==> src/pcr_pkg.sv <==
// Behaviour
// - Three straps give core-two ratio: 011 1.5, 100 2, 101 2.5, 110 3, 111 3.5.
// - Three strap pins give memory PLL ratio: 3, 4, 6, 8, 10 for codes 000-100.
// - Memory select code 111 means synchronous memory clocking; reference clock unused.
// - In synchronous mode memory bus clock runs at half the bus clock.
// - Data rate follows bus clock when synchronous, memory PLL when asynchronous.
// - Memory complex clock equals data rate; ratio is data rate to reference.
// - Both memory controllers always share one clocking mode.
// - Shared 125 MHz reference used only when a port runs GMII, TBI, RGMII or RTBI.
// - General-purpose straps are latched for software and steer no hardware.
`default_nettype none
package pcr_pkg;
    // ======================================================
    // Widths
    localparam int ADDR_W     = 8;
    localparam int DATA_W     = 32;
    localparam int CODE_W     = 3;
    localparam int GP_W       = 8;
    localparam int STRAP_W    = 2 * CODE_W + GP_W;
    localparam int MULT_W     = 4;
    localparam int PORTS      = 4;
    localparam int ETH_MODE_W = 3;
    localparam int CNT_W      = 4;

    // ======================================================
    // Strap vector layout
    localparam int STRAP_CORE_LSB = 11;
    localparam int STRAP_DDR_LSB  = 8;
    localparam int STRAP_GP_LSB   = 0;

    // ======================================================
    // Codes
    localparam logic [CODE_W-1:0] CORE_MIN_CODE = 3'h3;
    localparam logic [CODE_W-1:0] DDR_CODE_3    = 3'h0;
    localparam logic [CODE_W-1:0] DDR_CODE_4    = 3'h1;
    localparam logic [CODE_W-1:0] DDR_CODE_6    = 3'h2;
    localparam logic [CODE_W-1:0] DDR_CODE_8    = 3'h3;
    localparam logic [CODE_W-1:0] DDR_CODE_10   = 3'h4;
    localparam logic [CODE_W-1:0] DDR_SYNC_CODE = 3'h7;
    localparam logic [MULT_W-1:0] MULT_3        = 4'h3;
    localparam logic [MULT_W-1:0] MULT_4        = 4'h4;
    localparam logic [MULT_W-1:0] MULT_6        = 4'h6;
    localparam logic [MULT_W-1:0] MULT_8        = 4'h8;
    localparam logic [MULT_W-1:0] MULT_10       = 4'hA;
    localparam logic [MULT_W-1:0] MULT_NONE     = 4'h0;

    localparam logic [ETH_MODE_W-1:0] ETH_GMII  = 3'h1;
    localparam logic [ETH_MODE_W-1:0] ETH_TBI   = 3'h2;
    localparam logic [ETH_MODE_W-1:0] ETH_RGMII = 3'h3;
    localparam logic [ETH_MODE_W-1:0] ETH_RTBI  = 3'h4;

    // ======================================================
    // Timing
    localparam int CLK_PERIOD_NS   = 100;
    localparam int STRAP_SETTLE_NS = 1000;
    localparam logic [CNT_W-1:0] SETTLE_CYC =
        CNT_W'((STRAP_SETTLE_NS + CLK_PERIOD_NS - 1) / CLK_PERIOD_NS);

    // ======================================================
    // Register map
    localparam logic [ADDR_W-1:0] REG_CORE = 8'h00;
    localparam logic [ADDR_W-1:0] REG_DDR  = 8'h04;
    localparam logic [ADDR_W-1:0] REG_MODE = 8'h08;
    localparam logic [ADDR_W-1:0] REG_GP   = 8'h0C;
    localparam logic [ADDR_W-1:0] REG_CTRL = 8'h10;

    localparam int RSVD_BIT          = 8;
    localparam int MODE_CAPTURED_BIT = 0;
    localparam int MODE_SYNC_BIT     = 1;
    localparam int MODE_REF_USED_BIT = 2;
    localparam int MODE_GTX_USED_BIT = 3;
    localparam int MODE_PLL_RATE_BIT = 4;
    localparam int CTRL_CLK_EN_BIT   = 0;
    localparam logic CTRL_CLK_EN_RESET = 1'b1;

    typedef enum logic [1:0] {
        CAP_SETTLE = 2'b00,
        CAP_WAIT   = 2'b01,
        CAP_HELD   = 2'b10
    } pcr_cap_state_t;
endpackage
`default_nettype wire

==> src/pcr_strap_sync.sv <==
`timescale 1ns/1ns
`default_nettype none
module pcr_strap_sync #(
    parameter int W = 1
) (
    input  wire logic         clock,
    input  wire logic         rst_b,
    input  wire logic [W-1:0] pins,
    output logic      [W-1:0] value,
    output logic              stable
);
    logic [W-1:0] s1_reg;
    logic [W-1:0] s2_reg;
    logic [W-1:0] s3_reg;

    always_ff @(posedge clock or negedge rst_b)
    begin
        if (!rst_b)
        begin
            s1_reg <= '0;
            s2_reg <= '0;
            s3_reg <= '0;
        end
        else
        begin
            s1_reg <= pins;
            s2_reg <= s1_reg;
            s3_reg <= s2_reg;
        end
    end

    assign value  = s3_reg;
    assign stable = (s2_reg == s3_reg);
endmodule
`default_nettype wire

==> src/pcr_clk_half.sv <==
`timescale 1ns/1ns
`default_nettype none
module pcr_clk_half (
    input  wire logic clock,
    input  wire logic rst_b,
    input  wire logic run,
    output logic      clk_out
);
    logic div_reg;

    // Toggle each rising edge: half the input rate, low when stopped
    always_ff @(posedge clock or negedge rst_b)
    begin
        if (!rst_b)
            div_reg <= 1'b0;
        else if (run)
            div_reg <= ~div_reg;
        else
            div_reg <= 1'b0;
    end

    assign clk_out = div_reg;
endmodule
`default_nettype wire

==> src/por_clock_ratio_decode.sv <==
// The strobed register port and the placing of the registers were decided locally.
`timescale 1ns/1ns
`default_nettype none
module por_clock_ratio_decode (
    input  wire logic                                  clock,
    input  wire logic                                  rst_b,
    input  wire logic                                  local_bus_write_strap,
    input  wire logic                                  serial_out_one_strap,
    input  wire logic                                  second_core_ready_strap,
    input  wire logic                                  timestamp_clock_out_strap,
    input  wire logic                                  timestamp_pulse_a_strap,
    input  wire logic                                  timestamp_pulse_b_strap,
    input  wire logic [pcr_pkg::GP_W-1:0]              gp_strap,
    input  wire logic [pcr_pkg::PORTS*pcr_pkg::ETH_MODE_W-1:0] eth_port_mode,
    input  wire logic [pcr_pkg::ADDR_W-1:0]            reg_addr,
    input  wire logic [pcr_pkg::DATA_W-1:0]            reg_wdata,
    input  wire logic                                  reg_wr,
    input  wire logic                                  reg_rd,
    output logic      [pcr_pkg::DATA_W-1:0]            reg_rdata,
    output logic                                       strap_pullup_en,
    output logic                                       straps_captured,
    output logic      [pcr_pkg::CODE_W-1:0]            core_ratio_x2,
    output logic                                       core_ratio_reserved,
    output logic      [pcr_pkg::MULT_W-1:0]            ddr_pll_mult,
    output logic                                       ddr_ratio_invalid,
    output logic                                       ddr0_sync_mode,
    output logic                                       ddr1_sync_mode,
    output logic                                       ddr_rate_from_pll,
    output logic                                       ddr_ref_clock_used,
    output logic                                       gigabit_ref_used,
    output logic                                       ddr_bus_clk
);
    // ======================================================
    // Reset release
    logic rst_meta_reg;
    logic rst_sync_b;

    always_ff @(posedge clock or negedge rst_b)
    begin
        if (!rst_b)
        begin
            rst_meta_reg <= 1'b0;
            rst_sync_b   <= 1'b0;
        end
        else
        begin
            rst_meta_reg <= 1'b1;
            rst_sync_b   <= rst_meta_reg;
        end
    end

    // ======================================================
    // Strap synchronisers
    logic [pcr_pkg::STRAP_W-1:0] strap_pins;
    logic [pcr_pkg::STRAP_W-1:0] strap_val;
    logic                        strap_stable;

    assign strap_pins = {local_bus_write_strap, serial_out_one_strap,
                         second_core_ready_strap, timestamp_clock_out_strap,
                         timestamp_pulse_a_strap, timestamp_pulse_b_strap, gp_strap};

    pcr_strap_sync #(
        .W (pcr_pkg::STRAP_W)
    ) u_sync (
        .clock  (clock),
        .rst_b  (rst_sync_b),
        .pins   (strap_pins),
        .value  (strap_val),
        .stable (strap_stable)
    );

    // ======================================================
    // Capture sequencer
    pcr_pkg::pcr_cap_state_t    cap_state_reg;
    logic [pcr_pkg::CNT_W-1:0]  settle_cnt_reg;
    logic                       capture;

    assign capture = (cap_state_reg == pcr_pkg::CAP_WAIT) && strap_stable;

    always_ff @(posedge clock or negedge rst_sync_b)
    begin
        if (!rst_sync_b)
        begin
            cap_state_reg  <= pcr_pkg::CAP_SETTLE;
            settle_cnt_reg <= '0;
        end
        else
        begin
            case (cap_state_reg)
                pcr_pkg::CAP_SETTLE:
                begin
                    if (settle_cnt_reg == pcr_pkg::SETTLE_CYC)
                        cap_state_reg <= pcr_pkg::CAP_WAIT;
                    else
                        settle_cnt_reg <= settle_cnt_reg + 1'b1;
                end
                pcr_pkg::CAP_WAIT:
                begin
                    if (strap_stable)
                        cap_state_reg <= pcr_pkg::CAP_HELD;
                end
                pcr_pkg::CAP_HELD:
                    cap_state_reg <= pcr_pkg::CAP_HELD;
                default:
                    cap_state_reg <= pcr_pkg::CAP_SETTLE;
            endcase
        end
    end

    // Weak pull-up only until straps are taken
    always_ff @(posedge clock or negedge rst_sync_b)
    begin
        if (!rst_sync_b)
        begin
            strap_pullup_en <= 1'b1;
            straps_captured <= 1'b0;
        end
        else if (capture)
        begin
            strap_pullup_en <= 1'b0;
            straps_captured <= 1'b1;
        end
    end

    // ======================================================
    // Latched codes
    logic [pcr_pkg::CODE_W-1:0] core_code;
    logic [pcr_pkg::CODE_W-1:0] ddr_code;
    logic [pcr_pkg::CODE_W-1:0] ddr_code_reg;
    logic [pcr_pkg::GP_W-1:0]   gp_reg;

    assign core_code = strap_val[pcr_pkg::STRAP_CORE_LSB +: pcr_pkg::CODE_W];
    assign ddr_code  = strap_val[pcr_pkg::STRAP_DDR_LSB +: pcr_pkg::CODE_W];

    always_ff @(posedge clock or negedge rst_sync_b)
    begin
        if (!rst_sync_b)
        begin
            core_ratio_x2       <= '0;
            core_ratio_reserved <= 1'b0;
        end
        else if (capture)
        begin
            if (core_code < pcr_pkg::CORE_MIN_CODE)
            begin
                core_ratio_x2       <= '0;
                core_ratio_reserved <= 1'b1;
            end
            else
            begin
                core_ratio_x2       <= core_code;
                core_ratio_reserved <= 1'b0;
            end
        end
    end

    always_ff @(posedge clock or negedge rst_sync_b)
    begin
        if (!rst_sync_b)
        begin
            ddr_code_reg      <= '0;
            ddr_pll_mult      <= pcr_pkg::MULT_NONE;
            ddr_ratio_invalid <= 1'b0;
        end
        else if (capture)
        begin
            ddr_code_reg      <= ddr_code;
            ddr_ratio_invalid <= 1'b0;
            case (ddr_code)
                pcr_pkg::DDR_CODE_3:    ddr_pll_mult <= pcr_pkg::MULT_3;
                pcr_pkg::DDR_CODE_4:    ddr_pll_mult <= pcr_pkg::MULT_4;
                pcr_pkg::DDR_CODE_6:    ddr_pll_mult <= pcr_pkg::MULT_6;
                pcr_pkg::DDR_CODE_8:    ddr_pll_mult <= pcr_pkg::MULT_8;
                pcr_pkg::DDR_CODE_10:   ddr_pll_mult <= pcr_pkg::MULT_10;
                pcr_pkg::DDR_SYNC_CODE: ddr_pll_mult <= pcr_pkg::MULT_NONE;
                default:
                begin
                    ddr_pll_mult      <= pcr_pkg::MULT_NONE;
                    ddr_ratio_invalid <= 1'b1;
                end
            endcase
        end
    end

    // Software-only copy, wired to nothing else
    always_ff @(posedge clock or negedge rst_sync_b)
    begin
        if (!rst_sync_b)
            gp_reg <= '0;
        else if (capture)
            gp_reg <= strap_val[pcr_pkg::STRAP_GP_LSB +: pcr_pkg::GP_W];
    end

    // ======================================================
    // Memory clocking mode
    always_ff @(posedge clock or negedge rst_sync_b)
    begin
        if (!rst_sync_b)
        begin
            ddr0_sync_mode     <= 1'b0;
            ddr1_sync_mode     <= 1'b0;
            ddr_rate_from_pll  <= 1'b0;
            ddr_ref_clock_used <= 1'b0;
        end
        else if (capture)
        begin
            ddr0_sync_mode     <= (ddr_code == pcr_pkg::DDR_SYNC_CODE);
            ddr1_sync_mode     <= (ddr_code == pcr_pkg::DDR_SYNC_CODE);
            ddr_rate_from_pll  <= (ddr_code != pcr_pkg::DDR_SYNC_CODE);
            ddr_ref_clock_used <= (ddr_code != pcr_pkg::DDR_SYNC_CODE);
        end
    end

    // ======================================================
    // Shared gigabit reference
    logic [pcr_pkg::PORTS-1:0] port_needs_ref;

    for (genvar p = 0; p < pcr_pkg::PORTS; p++)
    begin : g_port
        logic [pcr_pkg::ETH_MODE_W-1:0] m;
        assign m = eth_port_mode[p*pcr_pkg::ETH_MODE_W +: pcr_pkg::ETH_MODE_W];
        assign port_needs_ref[p] = (m == pcr_pkg::ETH_GMII) || (m == pcr_pkg::ETH_TBI)
                                || (m == pcr_pkg::ETH_RGMII) || (m == pcr_pkg::ETH_RTBI);
    end

    always_ff @(posedge clock or negedge rst_sync_b)
    begin
        if (!rst_sync_b)
            gigabit_ref_used <= 1'b0;
        else
            gigabit_ref_used <= |port_needs_ref;
    end

    // ======================================================
    // Register file
    logic ctrl_clk_en_reg;

    always_ff @(posedge clock or negedge rst_sync_b)
    begin
        if (!rst_sync_b)
            ctrl_clk_en_reg <= pcr_pkg::CTRL_CLK_EN_RESET;
        else if (reg_wr && reg_addr == pcr_pkg::REG_CTRL)
            ctrl_clk_en_reg <= reg_wdata[pcr_pkg::CTRL_CLK_EN_BIT];
    end

    always_ff @(posedge clock or negedge rst_sync_b)
    begin
        if (!rst_sync_b)
            reg_rdata <= '0;
        else
        begin
            reg_rdata <= '0;
            if (reg_rd)
            begin
                case (reg_addr)
                    pcr_pkg::REG_CORE:
                    begin
                        reg_rdata[pcr_pkg::CODE_W-1:0] <= core_ratio_x2;
                        reg_rdata[pcr_pkg::RSVD_BIT]   <= core_ratio_reserved;
                    end
                    pcr_pkg::REG_DDR:
                    begin
                        reg_rdata[pcr_pkg::MULT_W-1:0] <= ddr_pll_mult;
                        reg_rdata[pcr_pkg::RSVD_BIT]   <= ddr_ratio_invalid;
                    end
                    pcr_pkg::REG_MODE:
                    begin
                        reg_rdata[pcr_pkg::MODE_CAPTURED_BIT] <= straps_captured;
                        reg_rdata[pcr_pkg::MODE_SYNC_BIT]     <= ddr0_sync_mode;
                        reg_rdata[pcr_pkg::MODE_REF_USED_BIT] <= ddr_ref_clock_used;
                        reg_rdata[pcr_pkg::MODE_GTX_USED_BIT] <= gigabit_ref_used;
                        reg_rdata[pcr_pkg::MODE_PLL_RATE_BIT] <= ddr_rate_from_pll;
                    end
                    pcr_pkg::REG_GP:
                        reg_rdata[pcr_pkg::GP_W-1:0] <= gp_reg;
                    pcr_pkg::REG_CTRL:
                        reg_rdata[pcr_pkg::CTRL_CLK_EN_BIT] <= ctrl_clk_en_reg;
                    default:
                        reg_rdata <= '0;
                endcase
            end
        end
    end

    // ======================================================
    // Synchronous memory bus clock
    pcr_clk_half u_half (
        .clock   (clock),
        .rst_b   (rst_sync_b),
        .run     (ddr0_sync_mode && ctrl_clk_en_reg),
        .clk_out (ddr_bus_clk)
    );
endmodule
`default_nettype wire

==> config.mk <==
export PLATFORM = sky130hd
export DESIGN_NAME = por_clock_ratio_decode
export DESIGN_NICKNAME = d
export VERILOG_FILES = /design/src/pcr_pkg.sv /design/src/pcr_strap_sync.sv /design/src/pcr_clk_half.sv /design/src/por_clock_ratio_decode.sv
export SDC_FILE = /design/constraint.sdc
export NUM_CORES = 1
export LEC_CHECK = 0
export ABC_AREA = 1
export BUFFER_PORTS_ARGS = -buffer_cell sky130_fd_sc_hd__buf_2
export CAP_MARGIN = 20
export CORE_ASPECT_RATIO = 1.25
export CORE_MARGIN = 3
export CORE_UTILIZATION = 54
export CTS_CLUSTER_SIZE = 16
export DETAILED_ROUTE_END_ITERATION = 10
export PLACE_DENSITY_LB_ADDON = 0.15
export SLEW_MARGIN = 25
export SYNTH_ARGS = -nofsm -noshare
export SYNTH_HDL_FRONTEND = slang
export SYNTH_SLANG_ARGS = --single-unit
==> constraint.sdc <==
create_clock -name clock -period 4.2 [get_ports clock]
set_input_delay 0.63 -clock clock [delete_from_list [all_inputs] [get_ports clock]]
set_output_delay 0.63 -clock clock [all_outputs]
set_load 0.01 [all_outputs]
==> flow_summary.json <==
{
  "vdd_drop_max_v": 0.000276,
  "rsz0062_at_grt": "no",
  "worstPathCellList": "inv_1, nand2_1, nand2_1, nor2_1, nand2_1, nor2_2, nand3_4, inv_2, nand2_1, o21ai_1",
  "timing.hold.ws_ns": 0.0450,
  "power_uw": 1570,
  "status": "finished clean",
  "gp_congestion": 0.941,
  "diodes": 0,
  "required_ns": 4.49,
  "reg2reg_setup_slack_ns": 2.33,
  "crit_fanout": 35,
  "drtPass1Iterations": 4,
  "hold_viol_final": 0,
  "tightestPinTransition_ns": 0.552,
  "first_iter_violations": 77,
  "synthesis.area_sq_um": 3500,
  "period_needed_ns": 1.87,
  "synthDistinctLibCells": 28,
  "drive_gt1_share_pct": 29.6,
  "dieWidth_microns": 78.0,
  "synthAdderAreaFrac_pct": 1.43,
  "hpwl_microns": 4040,
  "drt-total-wl_microns": 5630,
  "async_reset_ff_share_pct": 100,
  "cellPowerDensity_nw_per_um2": 390,
  "yosysSeqAreaShare_pct": 59.4,
  "cts_sinks": 83,
  "crit_path_end_kind": "register",
  "slew_violations": 0,
  "yosys_warnings": 0,
  "hold_path_class": "in2async",
  "leakagePower_uw": 0.00217,
  "synth_top_cell_by_area": "dfrtp_1",
  "path_clk_slew_ns": 0.09,
  "core.rowCount": 32,
  "synth_area_leaders": "dfrtp_1 58%, nand2_1 9.8%, buf_4 5.4%",
  "yosys.area_share.simple_pct": 19.6,
  "root_buffer": "clkbuf_8",
  "grt_overflow": 0,
  "htree_levels": 3,
  "die_area_sq_um": 7490,
  "tritoncts": "done",
  "slowest_stage": "nand3_4",
  "synth_top_family_by_area": "simple AND/OR/NAND/NOR gates",
  "utilization_pct": 64.4,
  "grt_pass1_vias": 2096,
  "grt_antenna_before_repair": 0,
  "skew_ns": 0.0115,
  "worst_path_most_repeated_cell": "nand2_1",
  "initial_core_util_pct": 56.0,
  "vias": 2338,
  "via_per_inst": 4.51,
  "synth_flop_cell": "dfrtp_1",
  "port_buffers": 64,
  "clk_path_buf_depth": 2,
  "drv_cap": 0,
  "boundaryPins": 119,
  "setup.worst_path.start_class": "register",
  "cts-resized-gates": 0,
  "grt_pass1_wl_microns": 9070,
  "timing_worst_setup_path_type": "reg2reg",
  "antenna_left": 0,
  "synth_edf_count": 0,
  "avgSynthCellArea_sq_um": 9.74,
  "synth_compound_gate_area_share_pct": 5.33,
  "cts_buffers": 9,
  "grt_max_degree": 82,
  "setup-tns-final_ns": 0,
  "netlist.area_leader.share_pct": 57.9,
  "critPathArrivalTime_ns": 2.16,
  "maxSlewHeadroom_pct": 63.2,
  "max_stage_delay_ns": 0.43,
  "drc": 0,
  "fin_crit_sh_pct": 44.5,
  "grtUsageTotal_pct": 15.9,
  "wl_per_cell_microns": 10.9,
  "nets": 502,
  "die_h_microns": 96.0,
  "clkLatencyLatePin_ns": 0.35,
  "cts_setup_buffers": 0,
  "synth-xor-area-share_pct": 2.25,
  "syn_inst": 359,
  "max_freq_ghz": 0.535,
  "cts_hold_buf": 0,
  "core_area_sq_um": 6250,
  "ys_ff_latch": 83,
  "syn_to_final_growth_pct": 14.9,
  "synth_mux_area_share_pct": 0,
  "setup_viol": 0
}
## cells in the final DEF, fill, tap and decap left out, types with 2 or more instances in the layout
master       n
nor2_2       2
clkbuf_8     9
nand2_1     91
nor2_1      29
dfrtp_1     80
xor2_1       6
o21ai_0      4
nor3_1       4
buf_2       64
nand4_1      7
conb_1      24
nand3_1      8
ha_1         4
o21ai_1      2
a21oi_1      2
inv_2       13
o21ai_2     16
dfstp_2      2
inv_6        3
clkinvlp_4   2
xnor2_1      3
nand2_2     12
inv_1       36
## cell usage after synthesis (2+ instances only)
cell type and number:
o21ai_2 16, o21ai_1 2, nor3_1 4, a21oi_1 2, o21ai_0 4, nor2_1 29
ha_1 4, nand3_1 8, conb_1 2, inv_1 36, xor2_1 6, nand2_1 91
nand4_1 7, dfrtp_1 81, buf_4 25, nor2_2 2, buf_6 3, xnor2_1 3
dfstp_2 2, inv_2 13, nand2_2 12
## worst paths after layout
| check | from | endpoint | depth (start not counted) |
|---|---|---|---|
| max | u_sync.value[9] | gp_reg[7] | 10 |
| min | rst_b | rst_sync_b | 1 |
| max reg2reg | u_sync.value[9] | gp_reg[7] | 10 |
| min reg2reg | rst_sync_b | u_sync.s2_reg[4] | 0 |
| max in group asynchronous | rst_sync_b | ctrl_clk_en_reg | 1 |
| min in group clock | u_sync.s1_reg[4] | u_sync.s2_reg[4] | 0 |
## layer usage
metal / vias to the layer above / part of all wire, % / global-route usage, %
met5: - / 0 / 0
met4: 0 / 3.1 / 10.5
met3: 14 / 5.8 / 3.93
met2: 69 / 50 / 26.3
met1: 1065 / 41 / 18.6
li1: 1190 / - / -
## worst max-delay path: cells and delay by family (launching register included)
family,cells,cell delay (ns)
AND/OR/NAND/NOR,7,0.99
flip-flops,1,0.41
buffers and inverters,2,0.33
AO/OA/AOI/OAI,1,0.07
## cell type report
type / instances / area (sq um)
Sequential cell: 83 / 2080
Multi-Input combinational cell: 220 / 1090
Fill cell: 553 / 2230
Inverter: 49 / 184
Timing Repair Buffer: 65 / 348
Clock inverter: 7 / 82.6
Clock buffer: 9 / 124
Tap cell: 85 / 106
## per-stage QoR
stage               worst slack (ns)  cells  area (sq um)
finish                          2.33    518          4020
global route                    2.08    518          4020
CTS                             2.32    517          3990
detailed placement              2.34    501          3790
global placement                2.38    501          3790
floorplan                       1.72    381          3580
## logic make-up after synthesis
| kind of cell | count (synthesis) |
|---|---|
| AO/OA/AOI/OAI | 25 |
| XOR/XNOR | 9 |
| adder cells (fa/ha/maj) | 4 |
| buffers and inverters | 78 |
| flip-flops | 83 |
| other | 2 |
| AND/OR/NAND/NOR | 158 |
## power breakdown
part,internal (uW),total [uW],switching [uW]
clock network,285,579,294
registers,833,857,24.0
logic,50.4,134,83.5
Note: power is estimated with default switching activity, not from simulation.
